<file path="config.mk">
export PLATFORM = sky130hd
export DESIGN_NAME = stc_device_flat
export DESIGN_NICKNAME = d
export VERILOG_FILES = /design/src/shared/stc_pkg.sv /design/src/shared/stc_link_if.sv /design/src/stc_base_tick.sv /design/src/stc_device.sv /design/src/flat_wrapper.sv
export SDC_FILE = /design/constraint.sdc
export NUM_CORES = 1
export LEC_CHECK = 0
export BUFFER_PORTS_ARGS = -buffer_cell sky130_fd_sc_hd__buf_2
export CAP_MARGIN = 20
export CELL_PAD_IN_SITES_DETAIL_PLACEMENT = 1
export CELL_PAD_IN_SITES_GLOBAL_PLACEMENT = 1
export CORE_UTILIZATION = 25
export CTS_BUF_LIST = sky130_fd_sc_hd__clkbuf_16
export DETAILED_ROUTE_END_ITERATION = 8
export PLACE_DENSITY = 0.61
export SETUP_SLACK_MARGIN = 0.02
export SLEW_MARGIN = 20
export SYNTH_ARGS = -nofsm -noshare
export SYNTH_HDL_FRONTEND = slang
export SYNTH_SLANG_ARGS = --single-unit
export TNS_END_PERCENT = 30
</file>
<file path="constraint.sdc">
create_clock -name mclk_i -period 9.3 [get_ports mclk_i]
set_input_delay 0.93 -clock mclk_i [delete_from_list [all_inputs] [get_ports mclk_i]]
set_output_delay 0.93 -clock mclk_i [all_outputs]
set_load 0.05 [all_outputs]
</file>
<file path="src/shared/stc_pkg.sv">
/*
 Shared constants for the scan timer and counter rail.
 Assumes one 250 MHz clock and a scan sequencer that issues a scan tick.
*/
package stc_pkg;
   localparam int          VAL_W         = 16;
   localparam logic [15:0] TIMER_SET_MAX = 16'h7fff;
   localparam logic [15:0] COUNT_SET_MAX = 16'hffff;
   localparam logic [15:0] VAL_ZERO      = 16'h0000;
   localparam int          FAST_LAST     = 63;
   localparam int          FAST_LAST_SM  = 31;
   localparam real         FINE_BASE_S   = 0.01;
   localparam real         COARSE_BASE_S = 0.1;
   localparam real         CLK_PERIOD_S  = 4.0e-9;
   localparam int          FINE_CYC      = int'(FINE_BASE_S / CLK_PERIOD_S);
   localparam int          COARSE_CYC    = int'(COARSE_BASE_S / CLK_PERIOD_S);
endpackage

</file>
<file path="src/shared/stc_link_if.sv">
/*
 Link between the scan sequencer and the timer bank.
 Assumes both ends share mclk_i; the sequencer drives the scan tick.
*/
`timescale 1ns/1ps
interface stc_link_if #(parameter int N_TMR = 2);
   logic                    scan_tick;
   logic [N_TMR-1:0]        ofd_in;
   logic [N_TMR-1:0]        ss_in;
   logic [N_TMR*16-1:0]     ofd_set;
   logic [N_TMR*16-1:0]     ss_set;
   logic [N_TMR-1:0]        ofd_done;
   logic [N_TMR-1:0]        ss_done;
   logic [N_TMR*16-1:0]     ofd_val;
   logic [N_TMR*16-1:0]     ss_val;
   logic                    cnt_in;
   logic                    cnt_en;
   logic [15:0]             cnt_set;
   logic                    cnt_done;
   logic [15:0]             cnt_val;
   logic                    rail_gate_set;
   logic                    rail_gate_reset;
   logic                    rail_on;
   logic                    edge_src;
   logic                    edge_pulse;
   modport dev (input scan_tick, ofd_in, ss_in, ofd_set, ss_set, cnt_in, cnt_en, cnt_set,
                rail_gate_set, rail_gate_reset, edge_src,
                output ofd_done, ss_done, ofd_val, ss_val, cnt_done, cnt_val, rail_on,
                edge_pulse);
   modport seq (output scan_tick, ofd_in, ss_in, ofd_set, ss_set, cnt_in, cnt_en, cnt_set,
                rail_gate_set, rail_gate_reset, edge_src,
                input ofd_done, ss_done, ofd_val, ss_val, cnt_done, cnt_val, rail_on,
                edge_pulse);
endinterface

</file>
<file path="src/stc_base_tick.sv">
/*
 Time-base generator: pulses one cycle every PERIOD clocks.
 Assumes a free-running mclk_i.
*/
`timescale 1ns/1ps
module stc_base_tick #(
   parameter int PERIOD = stc_pkg::FINE_CYC
) (
   input  wire logic mclk_i,
   input  wire logic rst_i,
   output logic      tick_o
);
   logic [31:0] cnt_reg;
   wire         wrap = (cnt_reg == 32'(PERIOD - 1));
   always_ff @(posedge mclk_i or posedge rst_i) begin
      if (rst_i) begin
         cnt_reg <= 32'h0000_0000;
         tick_o  <= 1'b0;
      end else begin
         cnt_reg <= wrap ? 32'h0000_0000 : cnt_reg + 32'h0000_0001;
         tick_o  <= wrap;
      end
   end
endmodule

</file>
<file path="src/stc_device.sv">
/*
 Timer and counter bank: off-delay and single-shot timers, an enabled
 event counter, a rail gate and a positive edge detector.
 Assumes the sequencer drives the link on mclk_i and pulses scan_tick once per scan.
*/
`timescale 1ns/1ps
module stc_device #(
   parameter int N_TMR      = 2,
   parameter int FINE_CYC   = stc_pkg::FINE_CYC,
   parameter int COARSE_CYC = stc_pkg::COARSE_CYC,
   parameter bit SMALL_VAR  = 1'b0,
   parameter int FIRST_NUM  = 62
) (
   input  wire logic  mclk_i,
   input  wire logic  rst_i,
   input  wire logic  power_ok_i,
   input  wire logic  [2*N_TMR-1:0] retain_i,
   stc_link_if.dev    lnk
);
   logic fine_tick;
   logic coarse_tick;
   logic fine_seen_reg;
   logic coarse_seen_reg;

   // Time bases run apart from the scan; a base tick is latched until the next scan.
   stc_base_tick #(.PERIOD(FINE_CYC))   u_fine   (.mclk_i(mclk_i), .rst_i(rst_i),
                                                  .tick_o(fine_tick));
   stc_base_tick #(.PERIOD(COARSE_CYC)) u_coarse (.mclk_i(mclk_i), .rst_i(rst_i),
                                                  .tick_o(coarse_tick));

   wire scan = lnk.scan_tick;
   always_ff @(posedge mclk_i or posedge rst_i) begin
      if (rst_i) begin
         fine_seen_reg   <= 1'b0;
         coarse_seen_reg <= 1'b0;
      end else begin
         fine_seen_reg   <= fine_tick | (fine_seen_reg & ~scan);
         coarse_seen_reg <= coarse_tick | (coarse_seen_reg & ~scan);
      end
   end

   function automatic logic fine_base(input int num);
      fine_base = SMALL_VAR ? (num <= stc_pkg::FAST_LAST_SM)
                            : (num <= stc_pkg::FAST_LAST);
   endfunction

   function automatic logic [15:0] clip_set(input logic [15:0] s);
      clip_set = (s > stc_pkg::TIMER_SET_MAX) ? stc_pkg::TIMER_SET_MAX : s;
   endfunction

   // The rail is sampled once per scan like the timer and counter state, so every done output (not the edge pulse) between
   // the set and reset points switches on the same edge as the timers behind it.
   wire  gate_open = lnk.rail_gate_set;
   logic rail_reg;
   always_ff @(posedge mclk_i or posedge rst_i) begin
      if (rst_i) begin
         rail_reg <= 1'b0;
      end else if (scan) begin
         rail_reg <= gate_open;
      end
   end
   assign lnk.rail_on = rail_reg;

   genvar g;
   generate
      for (g = 0; g < N_TMR; g++) begin : g_tmr
         logic [15:0] ofd_val_reg;
         logic [15:0] ofd_val_next;
         logic        ofd_done_reg;
         logic        ofd_done_next;
         logic        ofd_out_reg;
         logic [15:0] ss_val_reg;
         logic [15:0] ss_val_next;
         logic        ss_on_reg;
         logic        ss_on_next;
         logic        ss_prev_reg;
         logic        ss_out_reg;
         wire         ofd_in   = lnk.ofd_in[g];
         wire         ss_in    = lnk.ss_in[g];
         wire  [15:0] ofd_set  = clip_set(lnk.ofd_set[g*16 +: 16]);
         wire  [15:0] ss_set   = clip_set(lnk.ss_set[g*16 +: 16]);
         wire         tb_ofd   = fine_base(FIRST_NUM + 2*g)
                                 ? fine_seen_reg : coarse_seen_reg;
         wire         tb_ss    = fine_base(FIRST_NUM + 2*g + 1)
                                 ? fine_seen_reg : coarse_seen_reg;
         wire         ofd_keep = retain_i[2*g] & ~power_ok_i;
         wire         ss_keep  = retain_i[2*g+1] & ~power_ok_i;
         wire         ss_rise  = ss_in & ~ss_prev_reg;
         wire  [15:0] ofd_inc  = ofd_val_reg + 16'h0001;
         wire  [15:0] ss_inc   = ss_val_reg + 16'h0001;
         wire         ofd_up   = (ofd_val_reg >= ofd_set);
         wire         ss_up    = (ss_val_reg >= ss_set);
         wire         ss_start = ss_rise & ~ss_on_reg & (ss_val_reg == stc_pkg::VAL_ZERO);
         // A frozen timer still shows its retained output bit, gated by the rail.
         wire         ofd_show = ofd_keep ? ofd_done_reg : ofd_done_next;
         wire         ss_show  = ss_keep ? ss_on_reg : ss_on_next;

         // The off-delay output only ever falls while the input is off, so a timer
         // that was never switched on cannot turn itself on by counting.
         always_comb begin
            ofd_val_next  = ofd_val_reg;
            ofd_done_next = ofd_done_reg;
            if (ofd_in) begin
               ofd_val_next  = stc_pkg::VAL_ZERO;
               ofd_done_next = 1'b1;
            end else if (ofd_up) begin
               ofd_done_next = 1'b0;
            end else if (tb_ofd) begin
               ofd_val_next  = ofd_inc;
               ofd_done_next = ofd_done_reg & (ofd_inc < ofd_set);
            end
         end

         always_ff @(posedge mclk_i or posedge rst_i) begin
            if (rst_i) begin
               ofd_val_reg  <= stc_pkg::VAL_ZERO;
               ofd_done_reg <= 1'b0;
               ofd_out_reg  <= 1'b0;
            end else if (scan) begin
               ofd_out_reg <= ofd_show & gate_open;
               if (!ofd_keep) begin
                  ofd_val_reg  <= ofd_val_next;
                  ofd_done_reg <= ofd_done_next;
               end
            end
         end

         always_comb begin
            ss_val_next = ss_val_reg;
            ss_on_next  = ss_on_reg;
            if (ss_start) begin
               ss_on_next = (ss_set != stc_pkg::VAL_ZERO);
            end else if (ss_on_reg) begin
               if (ss_up) begin
                  ss_on_next = 1'b0;
               end else if (tb_ss) begin
                  ss_val_next = ss_inc;
                  ss_on_next  = (ss_inc < ss_set);
               end
            end else if (!ss_in) begin
               ss_val_next = stc_pkg::VAL_ZERO;
            end
         end

         always_ff @(posedge mclk_i or posedge rst_i) begin
            if (rst_i) begin
               ss_val_reg  <= stc_pkg::VAL_ZERO;
               ss_on_reg   <= 1'b0;
               ss_prev_reg <= 1'b0;
               ss_out_reg  <= 1'b0;
            end else if (scan) begin
               ss_out_reg <= ss_show & gate_open;
               if (!ss_keep) begin
                  ss_prev_reg <= ss_in;
                  ss_val_reg  <= ss_val_next;
                  ss_on_reg   <= ss_on_next;
               end
            end
         end

         assign lnk.ofd_done[g]         = ofd_out_reg;
         assign lnk.ss_done[g]          = ss_out_reg;
         assign lnk.ofd_val[g*16 +: 16] = ofd_val_reg;
         assign lnk.ss_val[g*16 +: 16]  = ss_val_reg;
      end
   endgenerate

   logic [15:0] cnt_val_reg;
   logic [15:0] cnt_val_next;
   logic        cnt_done_reg;
   logic        cnt_prev_reg;
   logic        edge_prev_reg;
   logic        edge_reg;
   wire         cnt_rise  = lnk.cnt_in & ~cnt_prev_reg;
   wire         cnt_full  = (cnt_val_reg >= lnk.cnt_set);
   wire         cnt_step  = lnk.cnt_en & cnt_rise & ~cnt_full;
   wire         edge_next = lnk.edge_src & ~edge_prev_reg;
   wire         cnt_done_next = lnk.cnt_en & (cnt_val_next >= lnk.cnt_set) & gate_open;

   // A disabled counter clears at once; an enabled one saturates at the set value.
   always_comb begin
      cnt_val_next = cnt_val_reg;
      if (!lnk.cnt_en) begin
         cnt_val_next = stc_pkg::VAL_ZERO;
      end else if (cnt_step) begin
         cnt_val_next = cnt_val_reg + 16'h0001;
      end
   end

   always_ff @(posedge mclk_i or posedge rst_i) begin
      if (rst_i) begin
         cnt_val_reg   <= stc_pkg::VAL_ZERO;
         cnt_done_reg  <= 1'b0;
         cnt_prev_reg  <= 1'b0;
         edge_prev_reg <= 1'b0;
         edge_reg      <= 1'b0;
      end else if (scan) begin
         cnt_val_reg   <= cnt_val_next;
         cnt_done_reg  <= cnt_done_next;
         cnt_prev_reg  <= lnk.cnt_in;
         edge_prev_reg <= lnk.edge_src;
         edge_reg      <= edge_next;
      end
   end

   assign lnk.cnt_val    = cnt_val_reg;
   assign lnk.cnt_done   = cnt_done_reg;
   assign lnk.edge_pulse = edge_reg;
endmodule

</file>
<file path="src/flat_wrapper.sv">
// flat-port wrapper written by rule: the top's interface ports become plain ports
module stc_device_flat 
#(
   parameter int N_TMR      = 2,
   parameter int FINE_CYC   = stc_pkg::FINE_CYC,
   parameter int COARSE_CYC = stc_pkg::COARSE_CYC,
   parameter bit SMALL_VAR  = 1'b0,
   parameter int FIRST_NUM  = 62
)
  (mclk_i, rst_i, power_ok_i, retain_i, lnk_scan_tick, lnk_ofd_in, lnk_ss_in, lnk_ofd_set, lnk_ss_set, lnk_cnt_in, lnk_cnt_en, lnk_cnt_set, lnk_rail_gate_set, lnk_rail_gate_reset, lnk_edge_src, lnk_ofd_done, lnk_ss_done, lnk_ofd_val, lnk_ss_val, lnk_cnt_done, lnk_cnt_val, lnk_rail_on, lnk_edge_pulse);
  stc_link_if #(.N_TMR(N_TMR)) lnk_i ();
  input  wire logic mclk_i;
  input  wire logic rst_i;
  input  wire logic power_ok_i;
  input  wire logic  [2*N_TMR-1:0] retain_i;
  input wire logic [$bits(lnk_i.scan_tick)-1:0] lnk_scan_tick;
  input wire logic [$bits(lnk_i.ofd_in)-1:0] lnk_ofd_in;
  input wire logic [$bits(lnk_i.ss_in)-1:0] lnk_ss_in;
  input wire logic [$bits(lnk_i.ofd_set)-1:0] lnk_ofd_set;
  input wire logic [$bits(lnk_i.ss_set)-1:0] lnk_ss_set;
  input wire logic [$bits(lnk_i.cnt_in)-1:0] lnk_cnt_in;
  input wire logic [$bits(lnk_i.cnt_en)-1:0] lnk_cnt_en;
  input wire logic [$bits(lnk_i.cnt_set)-1:0] lnk_cnt_set;
  input wire logic [$bits(lnk_i.rail_gate_set)-1:0] lnk_rail_gate_set;
  input wire logic [$bits(lnk_i.rail_gate_reset)-1:0] lnk_rail_gate_reset;
  input wire logic [$bits(lnk_i.edge_src)-1:0] lnk_edge_src;
  output wire logic [$bits(lnk_i.ofd_done)-1:0] lnk_ofd_done;
  output wire logic [$bits(lnk_i.ss_done)-1:0] lnk_ss_done;
  output wire logic [$bits(lnk_i.ofd_val)-1:0] lnk_ofd_val;
  output wire logic [$bits(lnk_i.ss_val)-1:0] lnk_ss_val;
  output wire logic [$bits(lnk_i.cnt_done)-1:0] lnk_cnt_done;
  output wire logic [$bits(lnk_i.cnt_val)-1:0] lnk_cnt_val;
  output wire logic [$bits(lnk_i.rail_on)-1:0] lnk_rail_on;
  output wire logic [$bits(lnk_i.edge_pulse)-1:0] lnk_edge_pulse;
  assign lnk_i.scan_tick = lnk_scan_tick;
  assign lnk_i.ofd_in = lnk_ofd_in;
  assign lnk_i.ss_in = lnk_ss_in;
  assign lnk_i.ofd_set = lnk_ofd_set;
  assign lnk_i.ss_set = lnk_ss_set;
  assign lnk_i.cnt_in = lnk_cnt_in;
  assign lnk_i.cnt_en = lnk_cnt_en;
  assign lnk_i.cnt_set = lnk_cnt_set;
  assign lnk_i.rail_gate_set = lnk_rail_gate_set;
  assign lnk_i.rail_gate_reset = lnk_rail_gate_reset;
  assign lnk_i.edge_src = lnk_edge_src;
  assign lnk_ofd_done = lnk_i.ofd_done;
  assign lnk_ss_done = lnk_i.ss_done;
  assign lnk_ofd_val = lnk_i.ofd_val;
  assign lnk_ss_val = lnk_i.ss_val;
  assign lnk_cnt_done = lnk_i.cnt_done;
  assign lnk_cnt_val = lnk_i.cnt_val;
  assign lnk_rail_on = lnk_i.rail_on;
  assign lnk_edge_pulse = lnk_i.edge_pulse;
  stc_device #(.N_TMR(N_TMR), .FINE_CYC(FINE_CYC), .COARSE_CYC(COARSE_CYC), .SMALL_VAR(SMALL_VAR), .FIRST_NUM(FIRST_NUM)) u_core (.mclk_i(mclk_i), .rst_i(rst_i), .power_ok_i(power_ok_i), .retain_i(retain_i), .lnk(lnk_i));
endmodule
</file>
==> results.md <==
- Core ar.: 49400 um2
- R2R depth: 17
- Result of the run: completed
- Startpoint Class: input pin
- R2r endpoint: u_core.lnk.cnt_done$_DFFE_PP0P_
- CP Capture Type: flop
- Pin count of the biggest net entering global routing: a little over 90
- Termination of the worst setup path: u_core.lnk.cnt_done$_DFFE_PP0P_
- Vias in the first global route: 12200
- Final Non-Filler Cells: 2268
- DR WL/cell: approximately 17 um
- DP Area: 14200 um2
- TritonCTS Buffers: 17
- Setup TNS: 0 ns
- Power per Cell Area: roughly 120 nW/um2
- Design Area, Final: 14900 um2
- Sw frac: 28.6%
- Worst Tran Pin Value: 0.995 ns
- Post-synth top area share: 32.4%
- Period minus WS final: 4.74 ns
- Int Power: 0.00128 W
- DR vias/cell: around 5
- Crit Path Class: input pin to flop
- I/O pin count: 184
- Post-synthesis cell count: 1423
- Initial antenna violation count: 4
- Fin. Hold Viols: 0
- GRT Resource Usage Total: roughly 16%
- Post-CTS Hold Fix Bufs: 0
- Leak: 7.56 nW
- Sequential cell area fraction in the yosys report: roughly a third
- Top post-synthesis cells by area: dfrtp_1, ha_1, nor2_1, xnor2_1, nand3_1
- Max Cap Viol: 0
- Required time of the worst setup path: 9.61 ns
- CP startpoint: lnk_cnt_en
- Hold Crit Start: u_core.u_fine.tick_o$_DFF_PP0_
- Fillers: approximately 5900
- Clock transition at path regs: 0.07 ns
- Clock power frac: 43.8%
- Row count: 81
- ANT nets after route: 0
- Peak VDD IR: 0.126 mV
- Yosys warns: 0
- Comb pwr share: 14.1%
- Syn_area_per_cell: between 8 and 9 um2
- Layout cells sized above 1: 15.8%
- Post-CTS Resized: 0
- # nets final: 1857
- Asr flop ratio synth: between 90% and 100%
- Detailed Routing Iterations Pass 1: 4
- Synth Flop Type: dfrtp_1
- # DRC: 0
- Number of flops mapped to enable cells by yosys: 0
- Worst EP arrival: 5.04 ns
- Iter 0 DRT Violations: 475
- Synth Cell Area: 12600 um2
- Die Area: 51300 um2
- Clock skew: about 0.0073 ns
- Area leader, netlist: dfrtp_1
- Total gr overflow: 0
- IO Port Bufs: 182
- Root buffer cell: clkbuf_16
- Wirelength, routed: 39500 um
- Syn-to-layout area delta: 18.1%
- Commonest cells post-synth: ha_1, dfrtp_1, nor2_1
- HP Class: flop to flop
- Crit Path Max Fanout: 27
- GPL Wtd Cong: 0.834
- Sw power: 0.000512 W
- H-tree Lvls: 4
- R2R Setup Slk: 4.82 ns
- Die width: 226 um
- Slew Viols, Final: 0
- Post-CTS Repair Setup Buffers: 0
- Placed instance count: between 2000 and 2500
- Clk_lat worst skew: 0.44 ns
- Slew headroom: 33.2%
- Final worst-path cycle share: 50.9%
- Die height: 226 um
- Maximum clock rate: 211 MHz
- First-pass GRT wire length: 65100 um
- Setup-failing EPs final: 0
- Total number of vias: between 10000 and 15000
- Dpl hpwl: around 31000 um
- Bufs on Longest Clock Path: 2
- Unique masters post-synth: 75
- Power Total: 0.00179 W
- Initial core utilization: 25.5%
- Worst r2r src: u_core.lnk.cnt_val[0]$_DFFE_PP0P_
- Flop pwr share: 42.1%
- Most common cell in the synthesized netlist: ha_1
- TritonCTS clock tree: done
- Flops & latches, synth: roughly 160
- RSZ-0062 raised after global routing: false
- CTS sink cnt: 163
power groups by stage:
| stage | registers, W | clock network (W) | logic [W] |
|---|---|---|---|
| 4_1_cts | 0.000754 | 0.000812 | 0.000256 |
| 6_report | 0.000754 | 0.000786 | 0.000252 |
| 3_5_place_dp | 0.000768 | 0 | 0.000254 |
| 2_1_floorplan | 0.000792 | 0 | 0.000137 |
| 3_3_place_gp | 0.000767 | 0 | 0.000246 |
| 5_1_grt | 0.000757 | 0.000836 | 0.000284 |
stage by stage:
step | hold slack, ns | utilization (%) | setup slack, ns
after floorplan | 0.404 | - | 3.97
after global placement | 0.407 | 28.8 | 4.20
after detailed placement | 0.420 | 28.8 | 4.12
after CTS | 0.435 | 30.1 | 4.58
after global routing | 0.441 | 30.1 | 4.23
final | 0.430 | 30.1 | 4.56
worst min path at each step:
stage | cells after the start | to
after floorplan | 1 | u_core.coarse_seen_reg$_DFF_PP0_
after global placement | 1 | u_core.fine_seen_reg$_DFF_PP0_
after detailed placement | 1 | u_core.fine_seen_reg$_DFF_PP0_
after CTS | 1 | u_core.fine_seen_reg$_DFF_PP0_
after global routing | 1 | u_core.coarse_seen_reg$_DFF_PP0_
final | 1 | u_core.fine_seen_reg$_DFF_PP0_
routing by layer:
metal	track usage (%)	routed length [um]	part of all wire [%]	vias up
li1	-	-	-	5504
met1	20.9	18800	48	5631
met2	27.4	18700	47	186
met4	3.88	564	1.4	0
met5	0	0	0	-
met3	2.89	1430	3.6	44
critical path, stage by stage:
cell and delay, ns:
buf_2 0.44, inv_4 0.14, or4b_1 0.51, a221oi_2 0.27, and2_1 0.75, xnor2_1 0.20
nand2_1 0.08, ha_1 0.29, nand2b_1 0.14, a21o_1 0.18, a21o_1 0.17, a211oi_1 0.25
o31ai_1 0.16, a2111oi_0 0.41, o21ai_0 0.13
placed cells by master, fill, tap and decap left out, types with 6 or more instances in the layout:
master     Yosys  layout
and4_1         7       7
and3_1        36      36
nand3_1      100     100
a211o_1        6       6
nand2_1      131     131
a31oi_1        6       6
o211ai_1      17      17
o21ai_0       56      55
conb_1         1       8
and2_1        13      13
nor2_1       147     147
a22o_1        18      18
or2_2         13      13
dfrtp_1      163     163
o21a_1         9       9
a21oi_1       52      52
nor4_1        26      26
clkbuf_16      0      17
xor2_1        55      55
nand2b_1      28      28
nand4_1       42      42
xnor2_1       63      63
ha_1         169     169
nor2b_1       14      14
nor3_1        17      16
a21o_1        30      30
buf_2          6     182
or3_1         10      10
a211oi_1       6       6
mux2_2         6       6
o31ai_1       12      12
inv_1         41      40
mux2i_1       12      12
cell type report:
cell class,instances,area [um2],share of cell area (%)
clock buffers,17,425,2.86
multi-input cells,1179,8190,55.0
clock inverters,14,213,1.43
flip-flops and latches,163,4080,27.4
well taps,664,831,5.58
diodes,1,2.50,0.0168
inverters,43,169,1.14
repair buffers,187,972,6.53
cells by family (layout without fill, tap and decap cells):
logic type / count (synthesis) / in the layout / synth area share (%)
flip-flops: 163 / 163 / 32.4
XOR/XNOR: 118 / 118 / 8.20
AND/OR/NAND/NOR: 608 / 608 / 24.3
multiplexers: 18 / 18 / 1.49
other: 1 / 9 / 0.0298
buffers and inverters: 88 / 261 / 2.88
AO/OA/AOI/OAI: 258 / 258 / 14.0
adder cells (fa/ha/maj): 169 / 169 / 16.8
Power figures use the tool's default switching activity.
